## src/verilog/csr_pkg.sv

```systemverilog
package csr_pkg;

    // ========================================================================
    // Register offsets.
    // ========================================================================
    localparam logic [6:0] CSR_OFS_IND0     = 7'h00;
    localparam logic [6:0] CSR_OFS_IND1     = 7'h01;
    localparam logic [6:0] CSR_OFS_PCLO     = 7'h02;
    localparam logic [6:0] CSR_OFS_FLAGS    = 7'h03;
    localparam logic [6:0] CSR_OFS_PTR0_LO  = 7'h04;
    localparam logic [6:0] CSR_OFS_PTR0_HI  = 7'h05;
    localparam logic [6:0] CSR_OFS_PTR1_LO  = 7'h06;
    localparam logic [6:0] CSR_OFS_PTR1_HI  = 7'h07;
    localparam logic [6:0] CSR_OFS_BANK     = 7'h08;
    localparam logic [6:0] CSR_OFS_WORKING_REG     = 7'h09;
    localparam logic [6:0] CSR_OFS_PCHI     = 7'h0A;

    // ========================================================================
    // Field positions and reset values.
    // ========================================================================
    localparam int         CSR_BIT_WDOG     = 4;
    localparam int         CSR_BIT_SLEEP    = 3;
    localparam int         CSR_BIT_ZERO     = 2;
    localparam int         CSR_BIT_HALF     = 1;
    localparam int         CSR_BIT_CARRY    = 0;
    localparam logic [7:0] CSR_BANK_MASK    = 8'h3F;
    localparam logic [7:0] CSR_PCHI_MASK    = 8'h7F;
    localparam logic [7:0] CSR_FLAGS_MASK   = 8'h1F;
    localparam logic [15:0] CSR_PTR_RST     = 16'h0000;
    localparam logic [7:0] CSR_BYTE_RST     = 8'h00;
    localparam int         CSR_PGM_BIT      = 15;

    // ========================================================================
    // Operations issued by the core.
    // ========================================================================
    typedef enum logic [3:0] {
        CSR_OP_NONE  = 4'h0,
        CSR_OP_ADD   = 4'h1,
        CSR_OP_SUB   = 4'h2,
        CSR_OP_AND   = 4'h3,
        CSR_OP_OR    = 4'h4,
        CSR_OP_XOR   = 4'h5,
        CSR_OP_RRC   = 4'h6,
        CSR_OP_RLC   = 4'h7,
        CSR_OP_MOVE  = 4'h8
    } csr_op_t;

endpackage : csr_pkg

```

## src/verilog/csr_core_regs.sv

```systemverilog
// Overview of operation
// - Watchdog flag set by power-up/clear/sleep, cleared by timeout
// - Sleep flag set by power-up/clear, cleared by sleep
// - Full power reset forces both status flags high
// - Zero flag follows zero result
// - Arithmetic flags cleared on full power reset only
// - Half flag is carry from bit three
// - Carry flag is carry from top bit
// - Subtract adds two's complement, carry means no borrow
// - Rotates load carry with shifted-out bit
// - Pointer 0 sixteen bits, reset zero, addresses data 0
// - Pointer 1 sixteen bits, reset zero, addresses data 1
// - Pointers accessible as high and low bytes
// - Bank select six bits, forms upper direct address
// - Memory reached directly with bank or via pointers
// - Program counter high latch holds seven bits
// - Indirect access redirected to pointer's address
// - Pointer at indirect registers reads zero, drops writes
// - Pointer top bit selects program memory, read-only, slower
// - Stack push or pop leaves high latch alone
module csr_core_regs
    import csr_pkg::*;
(
    // Clock and resets.
    input  wire logic        sys_clk_in,
    input  wire logic        nrst_in,
    input  wire logic        power_rst_in,
    // Core register port, one access per cycle.
    input  wire logic [6:0]  reg_addr_in,
    input  wire logic        reg_wr_in,
    input  wire logic        reg_rd_in,
    input  wire logic [7:0]  reg_wdata_in,
    output logic      [7:0]  reg_rdata_out,
    // Indirect slot select for data access.
    input  wire logic        ind_sel_in,
    // Arithmetic request.
    input  wire logic [3:0]  alu_op_in,
    input  wire logic [7:0]  alu_src_in,
    input  wire logic        alu_to_working_reg_in,
    output logic      [7:0]  alu_result_out,
    // Core events.
    input  wire logic        wdog_clear_in,
    input  wire logic        sleep_exec_in,
    input  wire logic        wdog_timeout_in,
    input  wire logic        stack_move_in,
    // Direct address and memory side.
    input  wire logic [6:0]  dir_offset_in,
    output logic      [12:0] dir_addr_out,
    output logic      [15:0] mem_addr_out,
    output logic             mem_pgm_out,
    output logic             mem_rd_out,
    output logic             mem_wr_out,
    output logic      [7:0]  mem_wdata_out,
    output logic             extra_cycle_out,
    input  wire logic [7:0]  mem_rdata_in
);

    // ========================================================================
    // State.
    // ========================================================================
    typedef struct packed {
        logic [15:0] ptr0;
        logic [15:0] ptr1;
        logic [5:0]  bank;
        logic [7:0]  working_reg;
        logic [6:0]  pchi;
        logic [7:0]  pclo;
        logic        wdog;
        logic        sleep;
        logic        zero;
        logic        half;
        logic        carry;
        logic [7:0]  rdata;
        logic [7:0]  result;
        logic [12:0] dir_addr;
        logic [15:0] mem_addr;
        logic        mem_pgm;
        logic        mem_rd;
        logic        mem_wr;
        logic [7:0]  mem_wdata;
        logic        extra;
    } csr_state_t;

    csr_state_t st_reg;
    csr_state_t st_next;

    function automatic logic is_ind_addr(input logic [15:0] a);
        return a[15:1] == 15'h0000;
    endfunction : is_ind_addr

    function automatic logic [8:0] add9(input logic [7:0] a,
                                        input logic [7:0] b,
                                        input logic       ci);
        return {1'b0, a} + {1'b0, b} + {8'h00, ci};
    endfunction : add9

    logic [15:0] ptr_sel;
    logic [7:0]  opb;
    logic [8:0]  sum;
    logic [4:0]  nib;
    logic        ind_acc;

    always_comb begin
        st_next          = st_reg;
        ptr_sel          = ind_sel_in ? st_reg.ptr1 : st_reg.ptr0;
        ind_acc          = (reg_addr_in == CSR_OFS_IND0)
                         || (reg_addr_in == CSR_OFS_IND1);
        // Subtraction adds the two's complement of the source operand.
        opb              = (alu_op_in == CSR_OP_SUB) ? ~alu_src_in
                                                     : alu_src_in;
        sum              = add9(st_reg.working_reg, opb,
                                alu_op_in == CSR_OP_SUB);
        nib              = {1'b0, st_reg.working_reg[3:0]} + {1'b0, opb[3:0]}
                         + {4'h0, alu_op_in == CSR_OP_SUB};
        st_next.mem_rd   = 1'b0;
        st_next.mem_wr   = 1'b0;
        st_next.extra    = 1'b0;
        st_next.rdata    = CSR_BYTE_RST;
        st_next.dir_addr = {st_reg.bank, dir_offset_in};

        // Register reads; unimplemented bits read zero.
        if (reg_rd_in) begin
            unique case (reg_addr_in)
                CSR_OFS_IND0, CSR_OFS_IND1:
                    st_next.rdata = is_ind_addr(ptr_sel) ? CSR_BYTE_RST
                                  : mem_rdata_in;
                CSR_OFS_PCLO:    st_next.rdata = st_reg.pclo;
                CSR_OFS_FLAGS:   st_next.rdata = {3'b000, st_reg.wdog,
                                    st_reg.sleep, st_reg.zero,
                                    st_reg.half, st_reg.carry};
                CSR_OFS_PTR0_LO: st_next.rdata = st_reg.ptr0[7:0];
                CSR_OFS_PTR0_HI: st_next.rdata = st_reg.ptr0[15:8];
                CSR_OFS_PTR1_LO: st_next.rdata = st_reg.ptr1[7:0];
                CSR_OFS_PTR1_HI: st_next.rdata = st_reg.ptr1[15:8];
                CSR_OFS_BANK:    st_next.rdata = {2'b00, st_reg.bank};
                CSR_OFS_WORKING_REG:    st_next.rdata = st_reg.working_reg;
                CSR_OFS_PCHI:    st_next.rdata = {1'b0, st_reg.pchi};
                default:         st_next.rdata = CSR_BYTE_RST;
            endcase
        end

        // Indirect data access goes to the pointed location.
        if (ind_acc && (reg_rd_in || reg_wr_in)) begin
            st_next.extra     = ptr_sel[CSR_PGM_BIT];
            st_next.mem_rd    = reg_rd_in && !is_ind_addr(ptr_sel);
            // Program memory is read-only; self-pointing writes are dropped.
            st_next.mem_wr    = reg_wr_in && !is_ind_addr(ptr_sel)
                              && !ptr_sel[CSR_PGM_BIT];
            st_next.mem_wdata = reg_wdata_in;
        end

        // Register writes.
        if (reg_wr_in) begin
            unique case (reg_addr_in)
                CSR_OFS_PCLO:    st_next.pclo = reg_wdata_in;
                CSR_OFS_FLAGS:   {st_next.zero, st_next.half,
                                  st_next.carry} = reg_wdata_in[2:0];
                CSR_OFS_PTR0_LO: st_next.ptr0[7:0]  = reg_wdata_in;
                CSR_OFS_PTR0_HI: st_next.ptr0[15:8] = reg_wdata_in;
                CSR_OFS_PTR1_LO: st_next.ptr1[7:0]  = reg_wdata_in;
                CSR_OFS_PTR1_HI: st_next.ptr1[15:8] = reg_wdata_in;
                CSR_OFS_BANK:    st_next.bank = reg_wdata_in[5:0];
                CSR_OFS_WORKING_REG:    st_next.working_reg = reg_wdata_in;
                CSR_OFS_PCHI:    st_next.pchi = reg_wdata_in[6:0];
                default:         st_next.pclo = st_reg.pclo;
            endcase
        end

        // The memory address tracks the selected pointer every cycle, so an
        // indirect read sees the data of the pointer as it stands now.
        st_next.mem_addr = ind_sel_in ? st_next.ptr1 : st_next.ptr0;
        st_next.mem_pgm  = st_next.mem_addr[CSR_PGM_BIT];

        // Arithmetic and logic; the ALU wins over a same-cycle flag write.
        unique case (alu_op_in)
            CSR_OP_ADD, CSR_OP_SUB: begin
                st_next.result = sum[7:0];
                st_next.half   = nib[4];
                st_next.carry  = sum[8];
            end
            CSR_OP_AND:  st_next.result = st_reg.working_reg & alu_src_in;
            CSR_OP_OR:   st_next.result = st_reg.working_reg | alu_src_in;
            CSR_OP_XOR:  st_next.result = st_reg.working_reg ^ alu_src_in;
            CSR_OP_RRC: begin
                st_next.result = {st_reg.carry, alu_src_in[7:1]};
                st_next.carry  = alu_src_in[0];
            end
            CSR_OP_RLC: begin
                st_next.result = {alu_src_in[6:0], st_reg.carry};
                st_next.carry  = alu_src_in[7];
            end
            CSR_OP_MOVE: st_next.result = alu_src_in;
            default:     st_next.result = st_reg.result;
        endcase
        if (alu_op_in inside {CSR_OP_ADD, CSR_OP_SUB, CSR_OP_AND,
                              CSR_OP_OR, CSR_OP_XOR, CSR_OP_MOVE}) begin
            st_next.zero = (st_next.result == 8'h00);
        end
        if (alu_op_in != CSR_OP_NONE && alu_to_working_reg_in) begin
            st_next.working_reg = st_next.result;
        end

        // Stack moves never touch the high latch.
        if (stack_move_in) begin
            st_next.pchi = st_next.pchi;
        end

        // Power and watchdog status; timeout has priority over clear.
        if (wdog_clear_in) begin
            st_next.wdog  = 1'b1;
            st_next.sleep = 1'b1;
        end
        if (sleep_exec_in) begin
            st_next.wdog  = 1'b1;
            st_next.sleep = 1'b0;
        end
        if (wdog_timeout_in) begin
            st_next.wdog  = 1'b0;
        end
    end

    always_ff @(posedge sys_clk_in) begin
        if (!nrst_in && power_rst_in) begin
            st_reg          <= '0;
            st_reg.wdog     <= 1'b1;
            st_reg.sleep    <= 1'b1;
            st_reg.ptr0     <= CSR_PTR_RST;
            st_reg.ptr1     <= CSR_PTR_RST;
        end else if (!nrst_in) begin
            // Other resets keep arithmetic and power status.
            st_reg.ptr0     <= CSR_PTR_RST;
            st_reg.ptr1     <= CSR_PTR_RST;
            st_reg.bank     <= 6'h00;
            st_reg.working_reg     <= CSR_BYTE_RST;
            st_reg.pchi     <= 7'h00;
            st_reg.pclo     <= CSR_BYTE_RST;
            st_reg.rdata    <= CSR_BYTE_RST;
            st_reg.mem_rd   <= 1'b0;
            st_reg.mem_wr   <= 1'b0;
            st_reg.extra    <= 1'b0;
            st_reg.wdog     <= st_reg.wdog;
        end else begin
            st_reg <= st_next;
        end
    end

    assign reg_rdata_out   = st_reg.rdata;
    assign alu_result_out  = st_reg.result;
    assign dir_addr_out    = st_reg.dir_addr;
    assign mem_addr_out    = st_reg.mem_addr;
    assign mem_pgm_out     = st_reg.mem_pgm;
    assign mem_rd_out      = st_reg.mem_rd;
    assign mem_wr_out      = st_reg.mem_wr;
    assign mem_wdata_out   = st_reg.mem_wdata;
    assign extra_cycle_out = st_reg.extra;

    // ========================================================================
    // Checks.
    // ========================================================================
    a_sleep_clears: assert property (@(posedge sys_clk_in) disable iff (!nrst_in)
        sleep_exec_in && !wdog_timeout_in |=> !st_reg.sleep && st_reg.wdog)
        else $error("sleep flags wrong");
    a_timeout_flag: assert property (@(posedge sys_clk_in) disable iff (!nrst_in)
        wdog_timeout_in |=> !st_reg.wdog)
        else $error("watchdog flag not cleared");
    a_power_reset: assert property (@(posedge sys_clk_in)
        !nrst_in && power_rst_in |=> st_reg.wdog && st_reg.sleep && !st_reg.carry
        && !st_reg.zero && !st_reg.half)
        else $error("power reset state wrong");
    a_add_carry: assert property (@(posedge sys_clk_in) disable iff (!nrst_in)
        alu_op_in == CSR_OP_ADD |=> st_reg.carry == ({1'b0, $past(st_reg.working_reg)}
        + {1'b0, $past(alu_src_in)} > 9'h0FF))
        else $error("add carry wrong");
    a_sub_borrow: assert property (@(posedge sys_clk_in) disable iff (!nrst_in)
        alu_op_in == CSR_OP_SUB |=> st_reg.carry == ($past(st_reg.working_reg)
        >= $past(alu_src_in)))
        else $error("subtract borrow wrong");
    a_zero_flag: assert property (@(posedge sys_clk_in) disable iff (!nrst_in)
        alu_op_in == CSR_OP_AND |=> st_reg.zero == (alu_result_out == 8'h00))
        else $error("zero flag wrong");
    a_rotate_right: assert property (@(posedge sys_clk_in) disable iff (!nrst_in)
        alu_op_in == CSR_OP_RRC |=> st_reg.carry == $past(alu_src_in[0]))
        else $error("rotate carry wrong");
    a_self_write: assert property (@(posedge sys_clk_in) disable iff (!nrst_in)
        reg_wr_in && reg_addr_in == CSR_OFS_IND0 && !ind_sel_in
        && is_ind_addr(st_reg.ptr0) |=> !mem_wr_out)
        else $error("self-pointing write not dropped");
    a_pgm_readonly: assert property (@(posedge sys_clk_in) disable iff (!nrst_in)
        mem_pgm_out && extra_cycle_out |-> !mem_wr_out)
        else $error("program memory written");
    a_bank_read: assert property (@(posedge sys_clk_in) disable iff (!nrst_in)
        reg_rd_in && reg_addr_in == CSR_OFS_BANK |=> reg_rdata_out[7:6] == 2'b00)
        else $error("bank high bits not zero");

endmodule : csr_core_regs

```

## config.mk

```make
export PLATFORM = sky130hd
export DESIGN_NAME = csr_core_regs
export DESIGN_NICKNAME = d
export VERILOG_FILES = /design/src/verilog/csr_pkg.sv /design/src/verilog/csr_core_regs.sv
export SDC_FILE = /design/constraint.sdc
export NUM_CORES = 1
export LEC_CHECK = 0
export ABC_AREA = 1
export BUFFER_PORTS_ARGS = -buffer_cell sky130_fd_sc_hd__buf_4
export CORE_MARGIN = 2
export CORE_UTILIZATION = 53
export CTS_BUF_LIST = sky130_fd_sc_hd__clkbuf_8
export DETAILED_ROUTE_END_ITERATION = 8
export PLACE_DENSITY_LB_ADDON = 0.25
export SYNTH_ARGS = -nofsm -noshare
export SYNTH_HDL_FRONTEND = slang
export SYNTH_SLANG_ARGS = --single-unit
```

## constraint.sdc

```tcl
create_clock -name sys_clk_in -period 2.1 [get_ports sys_clk_in]
set_input_delay 0.21 -clock sys_clk_in [delete_from_list [all_inputs] [get_ports sys_clk_in]]
set_output_delay 0.21 -clock sys_clk_in [all_outputs]
set_load 0.02 [all_outputs]
```

==> results of run 1 <==
Yosys cell counts (all sizes together) (2+ instances only):
master   number
o221ai        2
a21oi        60
a211oi        9
a31oi         7
or2           3
o21ai        77
a41oi         2
nand3        53
inv         126
nand4        15
o211ai       16
o22ai        14
dfxtp       122
nor4          9
clkbuf       21
nand2       214
a221oi        9
o2111ai       2
nor3          7
nor2         97
a32oi         5
buf          62
xor2          7
ha           23
placed cells by master (no fill, tap or decap), types with 2 or more instances in the layout:
cell type / count
a211oi_1: 9
a21oi_1: 59
a221oi_1: 9
a31oi_1: 7
a32oi_1: 5
a41oi_1: 2
buf_4: 156
bufinv_16: 3
clkbuf_8: 21
clkinv_2: 4
dfxtp_1: 122
dlygate4sd3_1: 9
ha_1: 23
inv_1: 120
inv_2: 7
nand2_1: 208
nand2_2: 5
nand3_1: 52
nand4_1: 15
nor2_1: 92
nor2_2: 2
nor2_4: 3
nor3_1: 5
nor3_4: 2
nor4_1: 9
o2111ai_1: 2
o211ai_1: 16
o21ai_0: 61
o21ai_1: 15
o221ai_1: 2
o22ai_1: 14
or2_2: 3
xor2_1: 7
cell type report:
class | instances | area, um2
tap | 172 | 215
multi-input combinational | 639 | 3330
clock buffer | 21 | 289
timing repair buffer | 166 | 1280
fill | 1190 | 4360
sequential | 122 | 2440
clock inverter | 9 | 121
inverter | 127 | 477
cells by family (layout without fill, tap and decap cells):
group | after synthesis | in the layout | synth area share [%]
AND/OR/NAND/NOR | 400 | 400 | 25.3
buffers and inverters | 210 | 323 | 15.0
AO/OA/AOI/OAI | 207 | 207 | 18.0
flip-flops | 122 | 122 | 36.1
adder cells (fa/ha/maj) | 24 | 24 | 4.55
XOR/XNOR | 8 | 8 | 1.04
routing by layer:
layer	vias up	track usage, %	part of all wire, %
li1	3364	-	-
met1	3175	42.6	44
met4	0	12.2	2.6
met2	310	48.4	45
met5	-	0	0
met3	45	7.62	8.8
per-stage QoR:
step / hold slack, ns / TNS, ns
global route: 0.0762 / -0.000115
finish: 0.0710 / 0
floorplan: 0.299 / 0
detailed placement: 0.394 / -1.19
global placement: 0.390 / -0.745
CTS: 0.0462 / 0
worst max path at each step:
stage / end / slack [ns] / cells after the start
floorplan: st_reg[59] / 0.04 / 16
global placement: st_reg[59] / -0.18 / 17
detailed placement: st_reg[59] / -0.24 / 16
CTS: st_reg[59] / 0.06 / 14
global route: st_reg[59] / -0.0001 / 14
finish: st_reg[57] / 0.13 / 12
timing repair:
item                                   in CTS  in global routing
setup endpoints to repair                   0                  3
resized for setup                           0                  3
hold buffers                                9                  0
endpoints found under the hold margin       9                  0
buffers inserted                            0                  1
critical path: cells and delay by family, from the launching register on:
family	cells	cell delay (ns)
AND/OR/NAND/NOR	7	0.64
adder cells (fa/ha/maj)	1	0.38
AO/OA/AOI/OAI	3	0.36
flip-flops	1	0.31
buffers and inverters	1	0.15
power groups by stage:
stage	combinational [mW]	clock, mW	sequential (mW)
3_3_place_gp	0.889	0	2.51
3_5_place_dp	0.897	0	2.51
4_1_cts	0.915	2.21	2.46
2_1_floorplan	0.572	0	2.49
6_report	0.933	2.19	2.47
5_1_grt	1.02	2.32	2.47
==> metrics, run 1 <==
outcome=finished clean; Max stage delay on crit path=approximately 0.38 ns; hold path cells=3; cells along the critical path=nand2_1 -> nand2_2 -> fa_2 -> buf_4 -> nand4_1 -> nand3_1 -> nand2_1 -> a21oi_1 -> o21ai_0 -> nand4_1 -> nand2_1 -> o31ai_1; CP Launch Point=st_reg[77]; clk_skew=0.0106 ns; number of flip-flops in the largest register=60; leading area contributor after synthesis=dfxtp_1; top-area cell type share of the netlist area=36.1%; most used cell, CP=nand2_1; DR pass1 iterations=5; placed insts=1216; syn_nets=1048; input/output buffers=108; EDFF count, synth=0; share of cells above drive strength 1=between 15 and 20%; Final Hold Fails=0; Syn Area/Cell=approximately 7.0 um2; r2r worst-path depth=12; Clk pwr share=39.1%; crit path DAT=around 2.3 ns; Hold EP=st_next[40]; Design Power=between 5 and 6 mW; 1st-iter DRT viols=between 700 and 800; Remaining DRCs=0; Routed Antenna Nets=0; max_cap viols=0; Die X=around 120 um; Top FF cell, synth=dfxtp_1; Hold Startpoint=reg_wdata_in[5]; WL final=about 21 mm; combinational power share=between 10% and 20%; vias after detailed routing=6894; Seq pwr share=approximately 44%; WS Path Type=flop to flop; clock transition at the registers of the reported paths=~0.070 ns; Die H=roughly 120 um; Max FO, Critical Path=2; Worst Tran Pin Value=roughly 0.6 ns; Vias per Instance=5.49; Mapped Area=between 6000 and 7000 um2; worst r2r dst=st_reg[57]; Detailed Place HPWL=15.5 mm; CP max stage cell=fa_2; Max-slew headroom=61.1%; Design Area, Final=between 8000 and 9000 um2; Seq/Total Area, Yosys=between 30% and 40%; Netlist cell types=between 40 and 50; clk buf depth=2; Internal=slightly above 4 mW; initial core utilization=between 50% and 60%; CP Launch Type=flop; antenna cell count=0; core box area=12500 um2; Final Slew Violations=0; clock root buffer=clkbuf_8; maximum clock frequency=between 500 and 600 MHz; PwrDens=slightly below 700 nW/um2; GRT Residual Overflow=0; FF+latch count, synth=about 120; Hold WC Path Type=input port to flop; vias in the first global route=around 6000; Reg-to-Reg Start=st_reg[77]; area delta synth->final=20.6%; reg2reg setup slack=0.13 ns; gr usage total=roughly a third; final net count=between 1000 and 1500; clock latency at the later pin of the worst-skew pair=0.44 ns; WL/cell=around 17 um; async set-or-reset flop fraction in the synthesized netlist=0%; final setup vio count=0; VDD IR max=508 uV; Switching Fraction=roughly 28%; CP Capture Type=flop; final core utilization=between 60% and 70%; Final Worst Setup Slack=0.134 ns; pre-CTS setup slack=-0.240 ns; Finished Layout Cells=1256; post-synthesis cell count=971; Core Rows=slightly above 40; fin crit period=approximately 2 ns; yosys warns=0; largest cells by area after synthesis=dfxtp_1 36%, nand2_1 12%, inv_1 6.7%; io pins=110; Final Cycle Share=between 90 and 100%; clock sinks=~120; Switching Power=approximately 1.5 mW; CTS buffer count=17; Required @ worst endpoint=approximately 2.4 ns; initial antenna violation count=1; first-pass GRT wire length=around 33 mm; largest net degree at the start of global routing=33; placement-stage cell area=between 7000 and 8000 um2; TritonCTS clock tree=built; H-tree level count=4; Leak Pwr=3.77 nW; die area=between 10000 and 15000 um2; routability cong.=0.993
Note: power is estimated with default switching activity, not from simulation.
==> run 2: changes to the inputs <==
--- a/config.mk
+++ b/config.mk
@@ -12,6 +12,7 @@
 export CTS_BUF_LIST = sky130_fd_sc_hd__clkbuf_8
 export DETAILED_ROUTE_END_ITERATION = 8
 export PLACE_DENSITY_LB_ADDON = 0.25
+export SKIP_CTS_REPAIR_TIMING = 1
 export SYNTH_ARGS = -nofsm -noshare
 export SYNTH_HDL_FRONTEND = slang
 export SYNTH_SLANG_ARGS = --single-unit
==> constraint.sdc (replaced) <==
create_clock -name sys_clk_in -period 1.8 [get_ports sys_clk_in]
set_input_delay 0.18 -clock sys_clk_in [delete_from_list [all_inputs] [get_ports sys_clk_in]]
set_output_delay 0.18 -clock sys_clk_in [all_outputs]
set_load 0.02 [all_outputs]
==> metrics, run 2 (same netlist as run 1, synthesis figures left out) <==
TritonCTS clock tree=built; clk_skew=0.00966 ns; final core utilization=69.9%; max_cap viols=0; WL/cell=~17 um; input/output buffers=roughly 110; RSZ-0062 raised after global routing=true; Detailed Place HPWL=roughly 16 mm; Reg-to-Reg Start=st_reg[77]; r2r worst-path depth=14; fin crit period=roughly 2.0 ns; worst r2r dst=st_reg[59]; Die H=between 100 and 150 um; vias after detailed routing=about 7200; die area=roughly 14000 um2; Core Rows=between 40 and 50; final setup vio count=3; placed insts=around 1300; Max-slew headroom=~56%; commonest non-fill, non-tap cells in the layout=200 x nand2_1, 195 x buf_4, 119 x dfxtp_1; Final Worst Setup Slack=-0.237 ns; outcome=complete, but fails checks; io pins=110; Leak Pwr=about 4 nW; largest net degree at the start of global routing=65; number of flip-flops in the largest register=60; first-pass GRT wire length=about 34 mm; clock sinks=about 120; VDD IR max=roughly 650 uV; WHS=approximately 0.036 ns; Vias per Instance=between 5 and 6; commonest non-fill, non-tap cell in the layout=nand2_1; 1st-iter DRT viols=~780; Final Cycle Share=113%; Max FO, Critical Path=2; WS Path Type=flop to flop; H-tree level count=4; Finished Layout Cells=~1300; Remaining DRCs=0; clock root buffer=clkbuf_8; maximum clock frequency=between 400 and 500 MHz; crit path to=st_reg[59]; clock transition at the registers of the reported paths=approximately 0.07 ns; clock latency at the later pin of the worst-skew pair=~0.46 ns; initial core utilization=54.0%; routability cong.=about 1.0; core box area=~13000 um2; Routed Antenna Nets=0; placement-stage cell area=roughly 8000 um2; Die X=approximately 120 um; share of cells above drive strength 1=25.7%; GRT Residual Overflow=0; Design Power=between 6 and 7 mW; final net count=about 1200; Hold WC Path Type=input port to flop; gr usage total=32.4%; Final Slew Violations=0; PwrDens=approximately 800 nW/um2; Final Hold Fails=0; reg2reg setup slack=-0.24 ns; Required @ worst endpoint=approximately 2.2 ns; area delta synth->final=29.5%; initial antenna violation count=0; Worst Tran Pin Value=0.652 ns; vias in the first global route=~6600; CP Launch Point=st_reg[77]; CTS buffer count=17; CP Capture Type=flop; DR pass1 iterations=5; CP Launch Type=flop; Design Area, Final=8750 um2; WL final=22.0 mm; violated checks=negative setup slack; antenna cell count=0; crit path DAT=between 2 and 2.5 ns; clk buf depth=2
[run 2: changes by cell type in the layout (fill, tap and decap cells not counted), moves of 3 or more]
| cell | change |
|---|---|
| o21ai_0 | -8 |
| ha_4 | +4 |
| dfxtp_1 | -3 |
| nand2_2 | +7 |
| nand3_1 | -7 |
| nand2_1 | -8 |
| o21ai_2 | +3 |
| o21ai_1 | +5 |
| buf_12 | +3 |
| buf_4 | +39 |
| ha_1 | -4 |
| nand3_2 | +7 |
[run 2: area by class of cell]
class	count	area [um2]
clock buffers	19	262
clock inverters	13	200
fillers	1090	3760
inverters	127	489
multi-input cells	639	3490
flip-flops and latches	122	2450
well taps	172	215
repair buffers	209	1650
[run 2: through the flow]
step | TNS, ns | worst slack [ns]
CTS | -0.224 | -0.221
global route | -0.859 | -0.353
global placement | -3.36 | -0.380
detailed placement | -4.11 | -0.493
floorplan | -0.261 | -0.124
finish | -0.353 | -0.237
[run 2: critical path, cell delays in order, from the launching register on]
cell and delay (ns):
dfxtp_2 0.33, nand2_2 0.08, nand2_4 0.06, fa_2 0.42, xnor2_2 0.13, nor2_1 0.06, nor2_1 0.10, nand3_1 0.11
nor2_1 0.14, nand2_1 0.09, nor2_1 0.14, nand3_1 0.08, nor2_1 0.09, nor2_1 0.04, nor2_1 0.10
[run 2: how the worst min path moves through the flow]
| stage | from | to | slack (ns) | depth (start not counted) |
|---|---|---|---|---|
| 2_1_floorplan | wdog_timeout_in | st_reg[61] | 0.27 | 1 |
| 3_3_place_gp | wdog_timeout_in | st_reg[61] | 0.36 | 2 |
| 3_5_place_dp | wdog_timeout_in | st_reg[61] | 0.36 | 2 |
| 4_1_cts | wdog_timeout_in | st_reg[61] | -0.11 | 2 |
| 5_1_grt | reg_wdata_in[4] | st_next[39] | 0.04 | 3 |
| 6_report | reg_wdata_in[5] | st_next[40] | 0.04 | 3 |
[run 2: where the power goes]
group          total [mW]  internal (mW)  switching [mW]
logic                1.25          0.530           0.724
registers            2.87           2.80          0.0740
clock network        2.85           1.71            1.15
total                6.98           5.04            1.94
[run 2: metal layers]
metal	vias up	track usage, %	wire length (um)
met5	-	0	0
met4	0	13.4	648
met3	55	7.21	2060
met2	349	51.1	10000
met1	3300	43.2	9240
li1	3453	-	-
